`src/include/dtc_pkg.sv`:
```
// shared constants, register map and types of the dual timer register block
package dtc_pkg;

    // bus geometry
    localparam int ADDR_W = 8;
    localparam int DATA_W = 32;
    localparam int REG_W  = 8;
    localparam int IDX_W  = 6;
    localparam int WIDE_W = 16;

    // register indices; byte address is four times the index
    localparam logic [IDX_W-1:0] IDX_CTRL      = 6'h02;
    localparam logic [IDX_W-1:0] IDX_LOW_LOAD  = 6'h04;
    localparam logic [IDX_W-1:0] IDX_HIGH_LOAD = 6'h05;
    localparam logic [IDX_W-1:0] IDX_LOW_CAP   = 6'h0a;
    localparam logic [IDX_W-1:0] IDX_HIGH_CAP  = 6'h0b;
    localparam logic [IDX_W-1:0] IDX_MODE      = 6'h0c;
    localparam logic [IDX_W-1:0] IDX_STATUS    = 6'h10;
    localparam logic [IDX_W-1:0] IDX_MASK      = 6'h11;

    // reset values and counter limits
    localparam logic [REG_W-1:0]  REG_RST  = 8'h00;
    localparam logic [WIDE_W-1:0] WIDE_RST = 16'h0000;
    localparam logic [WIDE_W-1:0] WIDE_MAX = 16'hffff;
    localparam logic [REG_W-1:0]  BYTE_MAX = 8'hff;

    // field positions of the mode register
    localparam int MODE_RUN8  = 0;
    localparam int MODE_DEMOD = 1;

    // field positions of the interrupt status and mask registers
    localparam int ST_WIDE_TOUT = 0;
    localparam int ST_WIDE_CAP  = 1;
    localparam int ST_BYTE_CAP  = 2;
    localparam int ST_W         = 3;

    // prescaler encodings of the wide timer
    localparam logic [1:0] PRESC_DIV1 = 2'h0;
    localparam logic [1:0] PRESC_DIV2 = 2'h1;
    localparam logic [1:0] PRESC_DIV4 = 2'h2;
    localparam logic [1:0] PRESC_DIV8 = 2'h3;

    // wide timer control register, bit 7 down to bit 0
    typedef struct packed {
        logic       wide_timer_run;
        logic       single_pass;
        logic       time_out;
        logic [1:0] wide_timer_prescale_select;
        logic       capture_ie;
        logic       time_out_ie;
        logic       wide_timer_pin_route;
    } dtc_ctrl_t;

    // avalon request as seen by the slave
    typedef struct packed {
        logic              read;
        logic              write;
        logic [ADDR_W-1:0] address;
        logic [DATA_W-1:0] writedata;
    } dtc_avmm_req_t;

    // wide timer events and results
    typedef struct packed {
        logic              time_out;
        logic              capture;
        logic              stop;
        logic              wave;
        logic [WIDE_W-1:0] capture_value;
    } dtc_wide_stat_t;

    // mask of prescaler bits that must all be one for a count tick
    function automatic logic [2:0] dtc_presc_mask(input logic [1:0] sel);
        unique case (sel)
            PRESC_DIV1: dtc_presc_mask = 3'h0;
            PRESC_DIV2: dtc_presc_mask = 3'h1;
            PRESC_DIV4: dtc_presc_mask = 3'h3;
            PRESC_DIV8: dtc_presc_mask = 3'h7;
        endcase
    endfunction : dtc_presc_mask

endpackage : dtc_pkg

```
`src/rtl/dtc_wide_timer.sv`:
```
// sixteen-bit timer core: prescaler, down/up counter, time-out and edge capture
`timescale 1ns/1ps
module dtc_wide_timer #(
    parameter int W = 16
) (
    // clock and reset
    input  wire logic                clk_in,
    input  wire logic                nrst_in,
    // control
    input  wire dtc_pkg::dtc_ctrl_t  ctrl_in,
    input  wire logic                demod_in,
    input  wire logic [W-1:0]        reload_in,
    input  wire logic                edge_in,
    // results
    output dtc_pkg::dtc_wide_stat_t  stat_out
);
    import dtc_pkg::*;

    logic [2:0]   presc;
    logic [2:0]   next_presc;
    logic [W-1:0] count;
    logic [W-1:0] next_count;
    dtc_wide_stat_t stat;
    dtc_wide_stat_t next_stat;
    logic         tick;

    always_comb begin
        next_presc = presc;
        next_count = count;
        next_stat  = stat;
        next_stat.time_out = 1'b0;
        next_stat.capture  = 1'b0;
        next_stat.stop     = 1'b0;
        tick = ((presc & dtc_presc_mask(ctrl_in.wide_timer_prescale_select))
               == dtc_presc_mask(ctrl_in.wide_timer_prescale_select));
        // stopped counter holds its start value
        if (!ctrl_in.wide_timer_run) begin
            next_presc = 3'h0;
            next_count = demod_in ? WIDE_RST : reload_in;
        end else begin
            next_presc = presc + 3'h1;
            // edge recognised only when single bit is clear
            if (demod_in && edge_in && !ctrl_in.single_pass) begin
                next_stat.capture       = 1'b1;
                next_stat.capture_value = count;
                next_count              = WIDE_RST;
            end else if (tick) begin
                if (demod_in) begin
                    next_count = count + 16'h0001;
                    next_stat.time_out = (count == WIDE_MAX);
                end else if (count == WIDE_RST) begin
                    next_stat.time_out = 1'b1;
                    next_stat.wave     = ~stat.wave;
                    next_stat.stop     = ctrl_in.single_pass;
                    next_count         = reload_in;
                end else begin
                    next_count = count - 16'h0001;
                end
            end
        end
    end

    always_ff @(posedge clk_in) begin
        if (!nrst_in) begin
            presc <= 3'h0;
            count <= WIDE_RST;
            stat  <= '0;
        end else begin
            presc <= next_presc;
            count <= next_count;
            stat  <= next_stat;
        end
    end

    assign stat_out = stat;

endmodule : dtc_wide_timer

```
`src/rtl/dtc_regs.sv`:
```
// dual timer register block: avalon slave, eight-bit timer, wide timer control
`timescale 1ns/1ps
module dtc_regs #(
    parameter logic [15:0] WIDE_RELOAD = 16'hffff
) (
    // clock and reset
    input  wire logic                        clk_in,
    input  wire logic                        nrst_in,
    // avalon-mm slave
    input  wire dtc_pkg::dtc_avmm_req_t      avmm_req_in,
    output logic [dtc_pkg::DATA_W-1:0]       avmm_readdata_out,
    output logic                             avmm_waitrequest_out,
    // measured input pin
    input  wire logic                        meas_pin_in,
    // eight-bit timer output
    output logic                             eight_bit_timer_output_out,
    // wide timer pin and its general-purpose fallback
    input  wire logic                        gpio_data_in,
    input  wire logic                        gpio_oe_in,
    output logic                             wide_pin_out,
    output logic                             wide_pin_oe_out,
    output logic [dtc_pkg::WIDE_W-1:0]       wide_capture_out,
    // interrupts
    output logic                             wide_tout_irq_out,
    output logic                             wide_cap_irq_out,
    output logic                             irq_out
);
    import dtc_pkg::*;

    // bus slave state
    logic                ack;
    logic                next_ack;
    logic [DATA_W-1:0]   rdata;
    logic [DATA_W-1:0]   next_rdata;
    logic                wr_en;
    logic [IDX_W-1:0]    idx;
    logic                aligned;
    logic [REG_W-1:0]    wbyte;

    // software registers
    dtc_ctrl_t           ctrl;
    dtc_ctrl_t           next_ctrl;
    logic [REG_W-1:0]    low_load;
    logic [REG_W-1:0]    next_low_load;
    logic [REG_W-1:0]    high_load;
    logic [REG_W-1:0]    next_high_load;
    logic [REG_W-1:0]    mode;
    logic [REG_W-1:0]    next_mode;
    logic [ST_W-1:0]     status;
    logic [ST_W-1:0]     next_status;
    logic [ST_W-1:0]     mask;
    logic [ST_W-1:0]     next_mask;

    // input synchroniser and filtered level
    logic [2:0]          meas_sync;
    logic [2:0]          next_meas_sync;
    logic                meas_lvl;
    logic                next_meas_lvl;
    logic                meas_edge;

    // eight-bit timer state
    logic [REG_W-1:0]    cnt8;
    logic [REG_W-1:0]    next_cnt8;
    logic                wave8;
    logic                next_wave8;
    logic [REG_W-1:0]    low_cap;
    logic [REG_W-1:0]    next_low_cap;
    logic [REG_W-1:0]    high_cap;
    logic [REG_W-1:0]    next_high_cap;
    logic                byte_cap;
    logic                next_byte_cap;

    // wide timer outputs and interrupt pulses
    dtc_wide_stat_t      wide;
    logic                tout_irq;
    logic                next_tout_irq;
    logic                cap_irq;
    logic                next_cap_irq;

    // ---------------- avalon slave ----------------
    // one wait cycle per access so read data come from a flop
    function automatic logic [DATA_W-1:0] widen(input logic [REG_W-1:0] v);
        widen = {{(DATA_W-REG_W){1'b0}}, v};
    endfunction : widen

    assign idx     = avmm_req_in.address[ADDR_W-1:2];
    assign aligned = (avmm_req_in.address[1:0] == 2'h0);
    assign wbyte   = avmm_req_in.writedata[REG_W-1:0];
    assign wr_en   = avmm_req_in.write && ack;
    assign avmm_waitrequest_out = (avmm_req_in.read || avmm_req_in.write) && !ack;

    always_comb begin
        next_ack   = (avmm_req_in.read || avmm_req_in.write) && !ack;
        next_rdata = rdata;
        if (avmm_req_in.read && !ack) begin
            next_rdata = '0;
            if (aligned) begin
                unique case (idx)
                    // run bit and the rest of control read back
                    IDX_CTRL:      next_rdata = widen(ctrl);
                    IDX_LOW_LOAD:  next_rdata = widen(low_load);
                    IDX_HIGH_LOAD: next_rdata = widen(high_load);
                    IDX_LOW_CAP:   next_rdata = widen(low_cap);
                    IDX_HIGH_CAP:  next_rdata = widen(high_cap);
                    IDX_MODE:      next_rdata = widen(mode);
                    IDX_STATUS:    next_rdata = widen({5'h00, status});
                    IDX_MASK:      next_rdata = widen({5'h00, mask});
                    default:       next_rdata = '0;
                endcase
            end
        end
    end

    always_ff @(posedge clk_in) begin
        if (!nrst_in) begin
            ack   <= 1'b0;
            rdata <= '0;
        end else begin
            ack   <= next_ack;
            rdata <= next_rdata;
        end
    end

    assign avmm_readdata_out = rdata;

    // ---------------- software registers ----------------
    always_comb begin
        next_ctrl      = ctrl;
        next_low_load  = low_load;
        next_high_load = high_load;
        next_mode      = mode;
        next_mask      = mask;
        next_status    = status;
        // hardware stop at the end of a single pass
        if (wide.stop) begin
            next_ctrl.wide_timer_run = 1'b0;
        end
        if (wr_en && aligned) begin
            unique case (idx)
                IDX_CTRL: begin
                    next_ctrl.wide_timer_run             = wbyte[7];
                    next_ctrl.single_pass                = wbyte[6];
                    next_ctrl.wide_timer_prescale_select = wbyte[4:3];
                    next_ctrl.capture_ie                 = wbyte[2];
                    next_ctrl.time_out_ie                = wbyte[1];
                    next_ctrl.wide_timer_pin_route       = wbyte[0];
                    if (wbyte[5]) begin
                        next_ctrl.time_out = 1'b0;
                    end
                end
                IDX_LOW_LOAD:  next_low_load  = wbyte;
                IDX_HIGH_LOAD: next_high_load = wbyte;
                IDX_MODE:      next_mode      = wbyte;
                IDX_STATUS:    next_status    = status & ~wbyte[ST_W-1:0];
                IDX_MASK:      next_mask      = wbyte[ST_W-1:0];
                default: ;
            endcase
        end
        // a time-out in the clearing cycle still sets the flag
        if (wide.time_out) begin
            next_ctrl.time_out = 1'b1;
        end
        // new events win over a clear in the same cycle
        next_status[ST_WIDE_TOUT] = next_status[ST_WIDE_TOUT] | wide.time_out;
        next_status[ST_WIDE_CAP]  = next_status[ST_WIDE_CAP] | wide.capture;
        next_status[ST_BYTE_CAP]  = next_status[ST_BYTE_CAP] | byte_cap;
    end

    always_ff @(posedge clk_in) begin
        if (!nrst_in) begin
            // all control bits reset to zero
            ctrl      <= dtc_ctrl_t'(REG_RST);
            low_load  <= REG_RST;
            high_load <= REG_RST;
            mode      <= REG_RST;
            status    <= '0;
            mask      <= '0;
        end else begin
            ctrl      <= next_ctrl;
            low_load  <= next_low_load;
            high_load <= next_high_load;
            mode      <= next_mode;
            status    <= next_status;
            mask      <= next_mask;
        end
    end

    // ---------------- measured input ----------------
    // a level change counts only once the last two stages agree
    always_comb begin
        next_meas_sync = {meas_sync[1:0], meas_pin_in};
        next_meas_lvl  = (meas_sync[1] == meas_sync[2]) ? meas_sync[2] : meas_lvl;
        meas_edge      = (next_meas_lvl != meas_lvl);
    end

    always_ff @(posedge clk_in) begin
        if (!nrst_in) begin
            meas_sync <= 3'h0;
            meas_lvl  <= 1'b0;
        end else begin
            meas_sync <= next_meas_sync;
            meas_lvl  <= next_meas_lvl;
        end
    end

    // ---------------- eight-bit timer ----------------
    always_comb begin
        next_cnt8     = cnt8;
        next_wave8    = wave8;
        next_low_cap  = low_cap;
        next_high_cap = high_cap;
        next_byte_cap = 1'b0;
        if (!mode[MODE_RUN8]) begin
            next_cnt8  = REG_RST;
            next_wave8 = 1'b0;
        end else if (mode[MODE_DEMOD]) begin
            next_wave8 = 1'b0;
            if (meas_edge) begin
                next_byte_cap = 1'b1;
                next_cnt8     = REG_RST;
                // capture by the level that just ended
                if (meas_lvl) begin
                    next_high_cap = cnt8;
                end else begin
                    next_low_cap = cnt8;
                end
            end else if (cnt8 != BYTE_MAX) begin
                // saturates so an over-long level reads as full scale
                next_cnt8 = cnt8 + 8'h01;
            end
        end else begin
            // each level lasts its load value plus one cycle
            if (cnt8 == (wave8 ? high_load : low_load)) begin
                next_cnt8  = REG_RST;
                next_wave8 = ~wave8;
            end else begin
                next_cnt8 = cnt8 + 8'h01;
            end
        end
    end

    always_ff @(posedge clk_in) begin
        if (!nrst_in) begin
            cnt8     <= REG_RST;
            wave8    <= 1'b0;
            low_cap  <= REG_RST;
            high_cap <= REG_RST;
            byte_cap <= 1'b0;
        end else begin
            cnt8     <= next_cnt8;
            wave8    <= next_wave8;
            low_cap  <= next_low_cap;
            high_cap <= next_high_cap;
            byte_cap <= next_byte_cap;
        end
    end

    assign eight_bit_timer_output_out = wave8;

    // ---------------- wide timer ----------------
    dtc_wide_timer #(
        .W         (WIDE_W)
    ) u_wide (
        .clk_in    (clk_in),
        .nrst_in   (nrst_in),
        .ctrl_in   (ctrl),
        .demod_in  (mode[MODE_DEMOD]),
        .reload_in (WIDE_RELOAD),
        .edge_in   (meas_edge),
        .stat_out  (wide)
    );

    assign wide_capture_out = wide.capture_value;

    // pin follows the timer only when routed
    assign wide_pin_out    = ctrl.wide_timer_pin_route ? wide.wave : gpio_data_in;
    assign wide_pin_oe_out = ctrl.wide_timer_pin_route ? 1'b1 : gpio_oe_in;

    // ---------------- interrupts ----------------
    always_comb begin
        // enabled events give a one-cycle request
        next_tout_irq = wide.time_out && ctrl.time_out_ie;
        next_cap_irq  = wide.capture && ctrl.capture_ie;
    end

    always_ff @(posedge clk_in) begin
        if (!nrst_in) begin
            tout_irq <= 1'b0;
            cap_irq  <= 1'b0;
        end else begin
            tout_irq <= next_tout_irq;
            cap_irq  <= next_cap_irq;
        end
    end

    assign wide_tout_irq_out = tout_irq;
    assign wide_cap_irq_out  = cap_irq;
    assign irq_out           = |(status & mask);

endmodule : dtc_regs

```
`config.mk`:
```
export PLATFORM = sky130hd
export DESIGN_NAME = dtc_regs
export DESIGN_NICKNAME = d
export VERILOG_FILES = /design/src/include/dtc_pkg.sv /design/src/rtl/dtc_wide_timer.sv /design/src/rtl/dtc_regs.sv
export SDC_FILE = /design/constraint.sdc
export NUM_CORES = 1
export LEC_CHECK = 0
export ABC_AREA = 1
export BUFFER_PORTS_ARGS = -buffer_cell sky130_fd_sc_hd__buf_2
export CAP_MARGIN = 15
export CELL_PAD_IN_SITES_DETAIL_PLACEMENT = 0
export CELL_PAD_IN_SITES_GLOBAL_PLACEMENT = 2
export CORE_ASPECT_RATIO = 0.5
export CORE_MARGIN = 1
export CORE_UTILIZATION = 35
export CTS_BUF_LIST = sky130_fd_sc_hd__clkbuf_2 sky130_fd_sc_hd__clkbuf_4 sky130_fd_sc_hd__clkbuf_8
export DETAILED_ROUTE_END_ITERATION = 8
export GPL_TIMING_DRIVEN = 1
export HOLD_SLACK_MARGIN = 0.05
export PLACE_DENSITY = 0.95
export SLEW_MARGIN = 0
export SYNTH_ARGS = -nofsm -noshare
export SYNTH_HDL_FRONTEND = slang
export SYNTH_SLANG_ARGS = --single-unit
```
`constraint.sdc`:
```
create_clock -name clk_in -period 3.35 [get_ports clk_in]
set_input_delay 0.335 -clock clk_in [delete_from_list [all_inputs] [get_ports clk_in]]
set_output_delay 0.335 -clock clk_in [all_outputs]
set_load 0.005 [all_outputs]
```
* Yosys cells after proc, flatten, opt, wreduce, memory -nomap -nowiden
Cells that the tools add are included.
** Cells by class
- Reductions and logical operators :: 34
- Multiplexer cells :: 28
- Equality and inequality tests :: 19
- Bitwise operators :: 17
- Add/sub/neg operators :: 4
** Operator list (count)
- $mux 16 :: 6
- $mux 8 :: 8
- $pmux 8 s8 :: 1
- $eq 6x4->1 const B :: 3
- $add 16x1->16 const B :: 1
- $eq 16x16->1 const B :: 1
- $logic_not 16->1 :: 1
- $reduce_and 2->1 :: 8
- $sub 16x1->16 const B :: 1
- $eq 6x3->1 const B :: 2
- $eq 6x5->1 const B :: 2
- $pmux 3 s4 :: 1
- $mux 1 :: 10
- $not 1->1 :: 10
- $and 3x3->3 :: 3
- $add 8x1->8 const B :: 1
- $eq 8x8->1 :: 1
- $logic_and 1x1->1 :: 8
- $ne 8x8->1 const B :: 1
- $reduce_and 4->1 :: 2
- $eq 6x2->1 const B :: 1
- $mux 3 :: 2
- $ne 3x1->1 const B :: 2
- $reduce_and 3->1 :: 2
- other kinds (16) :: 24
** Storage, ports and cells
- Logic and storage cells :: 132
- Input port bits :: 47
- Flip-flop bits (word level) :: 142
- Output and inout port bits :: 55

* Depth between registers and ports, before layout
- Depth after elaboration :: 7
- Gate-level depth with buffers :: 14
- Depth with buffers taken out :: 13

* Cells and area by module
From an unflattened synthesis, not the netlist that was laid out.
** Unflattened totals
- Cells, all modules :: 1026
- Area total of the unflattened synthesis :: 6789.0 µm²
** Modules (own cells, without submodules)
- dtc_regs :: cells an instance 596, area an instance 3995.1 µm², times used 1, sequential area each 1581.5 µm²
- dtc_wide_timer :: cells an instance 430, area an instance 2793.9 µm², times used 1, sequential area each 780.7 µm²

* Least setup slack after synthesis
No wires, ideal clock.
- Path kind :: register -> register
- Start :: reg meas_lvl
- End :: reg u_wide.count[11]
- Data required time :: 3222 ps
- Clock period less this slack :: 1906 ps
- Path slack :: 1444 ps
- Buffers on the path :: 1
- Arrival time :: 1778 ps
- Setup time :: 128 ps
- Stages on the path, launching flop included :: 14
- Cells stage by stage :: dfxtp_1 a21oi_1 o21bai_1 ha_1 nor2_4 inv_4 nor2_4 inv_4 nand2_4 nor2_4 inv_2 buf_6 o21ai_0 a21oi_1
** On the way
- Longest elaborated chain between the ends :: 6
- Elaborated cells between the ends (all ways) :: 7
- Those cells by class :: 2 x eq/ne; 3 x mux; 2 x reduce/logical
** RTL lines
- from (decl) :: RTL line dtc_regs.sv:57 : logic meas_lvl;
- from (signal assigned) :: RTL line dtc_regs.sv:202 : meas_lvl <= next_meas_lvl;
- $mux 1 :: RTL line dtc_regs.sv:192 : next_meas_lvl = (meas_sync[1] == meas_sync[2]) ? meas_sync[2] : meas_lvl;
- $ne 1x1->1 * :: RTL line dtc_regs.sv:193 : meas_edge = (next_meas_lvl != meas_lvl);
- $logic_and 1x1->1 * (2 in a row) :: RTL line dtc_wide_timer.sv:43 : if (demod_in && edge_in && !ctrl_in.single_pass) begin
- $mux 16 :: RTL line dtc_wide_timer.sv:43
- $mux 16 :: RTL line dtc_wide_timer.sv:37 : if (!ctrl_in.wide_timer_run) begin
- to (signal assigned) :: RTL line dtc_wide_timer.sv:70 : count <= next_count;
- to (decl) :: RTL line dtc_wide_timer.sv:21 : logic [W-1:0] count;
Every way passes the cells marked *; elsewhere a longest branch is shown, timed or not.
A chain may end at the register's enable or synchronous reset.

* Worst setup path in the final report
- Start :: reg meas_lvl
- End :: reg u_wide.count[5]
The elaborated chain is that of the path after synthesis.

==> flow_summary.yaml <==
outcome:
  status: "finished, violations left"
  violations: "design-rule violations"
synth:
  synth_xor_area_share_pct: 2.184
  synth_fa_ha_area_share_pct: 1.170
  synth.distinct_cells: 44
  synth_warnings: 0
  synthSimpleGateAreaFrac_pct: 25.62
  synth_top_family_by_area: "simple AND/OR/NAND/NOR gates"
  syn_avg_cell_area_sq_um: 7.012
  synth_compound_area_share_pct: 20.38
  yosys.area.top_type: "dfxtp_1"
  synth.area.top_cells: "dfxtp_1 (37%), nand2_1 (9.7%), o21ai_0 (8.9%)"
  syn_area_sq_um: 6416
  synthDominantCellAreaShare_pct: 36.82
  synth_async_sr_flop_share_pct: 0
  syn-instance-count: 915
  ys_ff_latch: 118
  synthMuxAreaShare_pct: 0
  yosysSeqAreaShare_pct: 36.82
  synth_edf_count: 0
  ys.flop_type: "dfxtp_1"
critical_path:
  max_stage_delay_ps: 420
  endpoint_kind: "register"
  cp_max_fo: 10
  crit_required_ps: 3650
  worstSetupStartpointType: "register"
  path_common_cell: "nor2_4"
  critical_path_class: "reg -> reg"
  cp_slowest_cell: "dfxtp_1"
  crit_chain: "a21oi_1, o21bai_1, ha_1, nor2_4, inv_4, nor2_4, inv_4, nand2_4, nor2_4, nor2_2, a21oi_1"
  arrival_ps: 2590
finish:
  largest_register_ffs: 20
  drive_gt1_share_pct: 14.90
  areaGrowthSynthToFinish_pct: 8.814
  fillCellCount: 1915
  final_nets: 993
  final_common_cell: "nand2_1"
  multi_input_area_sq_um: 3257
  seqCellArea_sq_um: 2362
  most-common-layout-cells: "nand2_1 (165), dfxtp_1 (118), o21ai_0 (114)"
global_route:
  grt_pass1_wl_um: 28310
  overflow: 0
  grtUsageTotal_pct: 18.92
  antenna_found_initial: 0
  first_global_vias: 5452
  grt_max_degree: 46
cts:
  htree_num_levels: 4
  cts_resized: 0
  clk_path_buf_depth: 2
  clock-sinks: 118
  holdBufCountCts: 0
  cts_buffers: 17
  root_buffer: "clkbuf_8"
  tritoncts: "yes"
  cts.clk_slew.worst_paths_ps: 90
  insertion_delay_ps: 440
  cts_setup_buffers: 0
routing:
  vias: 5822
  dr.pass1.iters: 9
  drc: 4
  via_per_inst: 4.901
  drt_wl_total_um: 17180
  drt-initial-drc-count: 431
  ant_nets: 0
  wire_per_inst_um: 14.46
timing:
  fin_crit_sh_pct: 68.23
  fin_skew_ps: 14.51
  min_period_ps: 2286
  worst_pin_slew_ps: 840.2
  slew_headroom_pct: 43.91
  setup-violations-final: 0
  fmax_mhz: 437.5
  fin_tns_setup_ps: 0
  final-hold-violation-count: 0
  slew_violations: 0
  hold_ws_ps: 83.06
  rsz0062_at_grt: "false"
floorplan:
  io_pins: 102
  die_h_um: 97.74
  die_area_sq_um: 18910
  die_w_um: 193.5
  start_util_pct: 36.34
  core_sq_um: 17650
  row_count: 34
pwr:
  power_per_cell_area_nw_per_um2: 407.5
  irDropWorstVdd_mv: 0.2164
  leakage_nw: 2.869
  power.switching_uw: 842.9
  sequentialPowerShare_pct: 50.6
  swShare_pct: 29.63
  p_int_mw: 2.002
  pwr-share-comb_pct: 5.5
  p_clk_share_pct: 43.9
flow_run:
  maxCapViolCount: 0
placed_design:
  io_buffers: 53
  gp_congestion: 0.8390
  hpwl_um: 12430
min_path:
  min_path_type: "in -> reg"
[kinds of logic (layout without fill, tap and decap cells)]
| family | Yosys count | in the layout |
|---|---|---|
| compound gates | 248 | 248 |
| other cells | 1 | 25 |
| xor+xnor | 16 | 16 |
| flops | 118 | 118 |
| fa+ha+maj | 6 | 6 |
| buf+inv | 180 | 195 |
| simple gates | 346 | 346 |
[cell usage after synthesis (all sizes together) (2+ instances only)]
library cell  count
nand4            14
nand3            49
a21oi           109
nand3b            2
nor3             16
or2               3
dfxtp           118
nand2           168
inv             105
buf              58
a31oi             2
o22ai             7
clkbuf           16
ha                6
o211ai           12
nor2             92
o21ai           115
xor2             15
[layout make-up]
cell class	instances	share of cell area, %
Multi-Input combinational cell	640	46.65
Sequential cell	118	33.84
Inverter	106	5.806
Timing Repair Buffer	57	4.229
Tap cell	234	4.194
Clock buffer	17	3.351
Clock inverter	15	1.900
Antenna cell	1	0.03584
[power by group through the flow]
stage	combinational, mW	clock (mW)	sequential [mW]
2_1_floorplan	0.140	0	1.46
3_3_place_gp	0.154	0	1.47
3_5_place_dp	0.156	0	1.47
4_1_cts	0.156	1.28	1.44
5_1_grt	0.178	1.35	1.44
6_report	0.157	1.25	1.44
[path summary, 6_finish.rpt]
kind                 from              end  slack (ps)  cells after the start
max              meas_lvl  u_wide.count[5]        1060                     11
min           meas_pin_in     meas_sync[0]          80                      3
max reg2reg      meas_lvl  u_wide.count[5]        1060                     11
min reg2reg  meas_sync[0]     meas_sync[1]         420                      2
[layer usage]
layer / share of wire (%) / GRT usage [%] / up-vias
met5: 0 / 0 / -
met4: 0.85 / 5.908 / 0
met3: 3.4 / 3.385 / 11
met2: 43 / 29.52 / 108
met1: 52 / 26.55 / 2694
li1: - / - / 3009
[metrics by stage]
step	instances	total power, mW	utilization [%]	cell area [sq um]	worst slack, ps
3_5_place_dp	1155	1.627	37.46	6613	1069
3_3_place_gp	1155	1.625	37.46	6613	1141
5_1_grt	1187	2.971	39.53	6979	867.1
2_1_floorplan	938	1.595	-	6502	1444
4_1_cts	1187	2.875	39.53	6979	1049
6_report	1188	2.845	39.55	6982	1064
[critical path: cells and delay by family (launching register included)]
family	cells	cell delay [ps]
adders and majority gates	1	340
and+or+nand+nor	5	820
buffers and inverters	2	160
AOI/OAI and AO/OA	3	400
DFF	1	420
(Power assumes the default switching activity.)
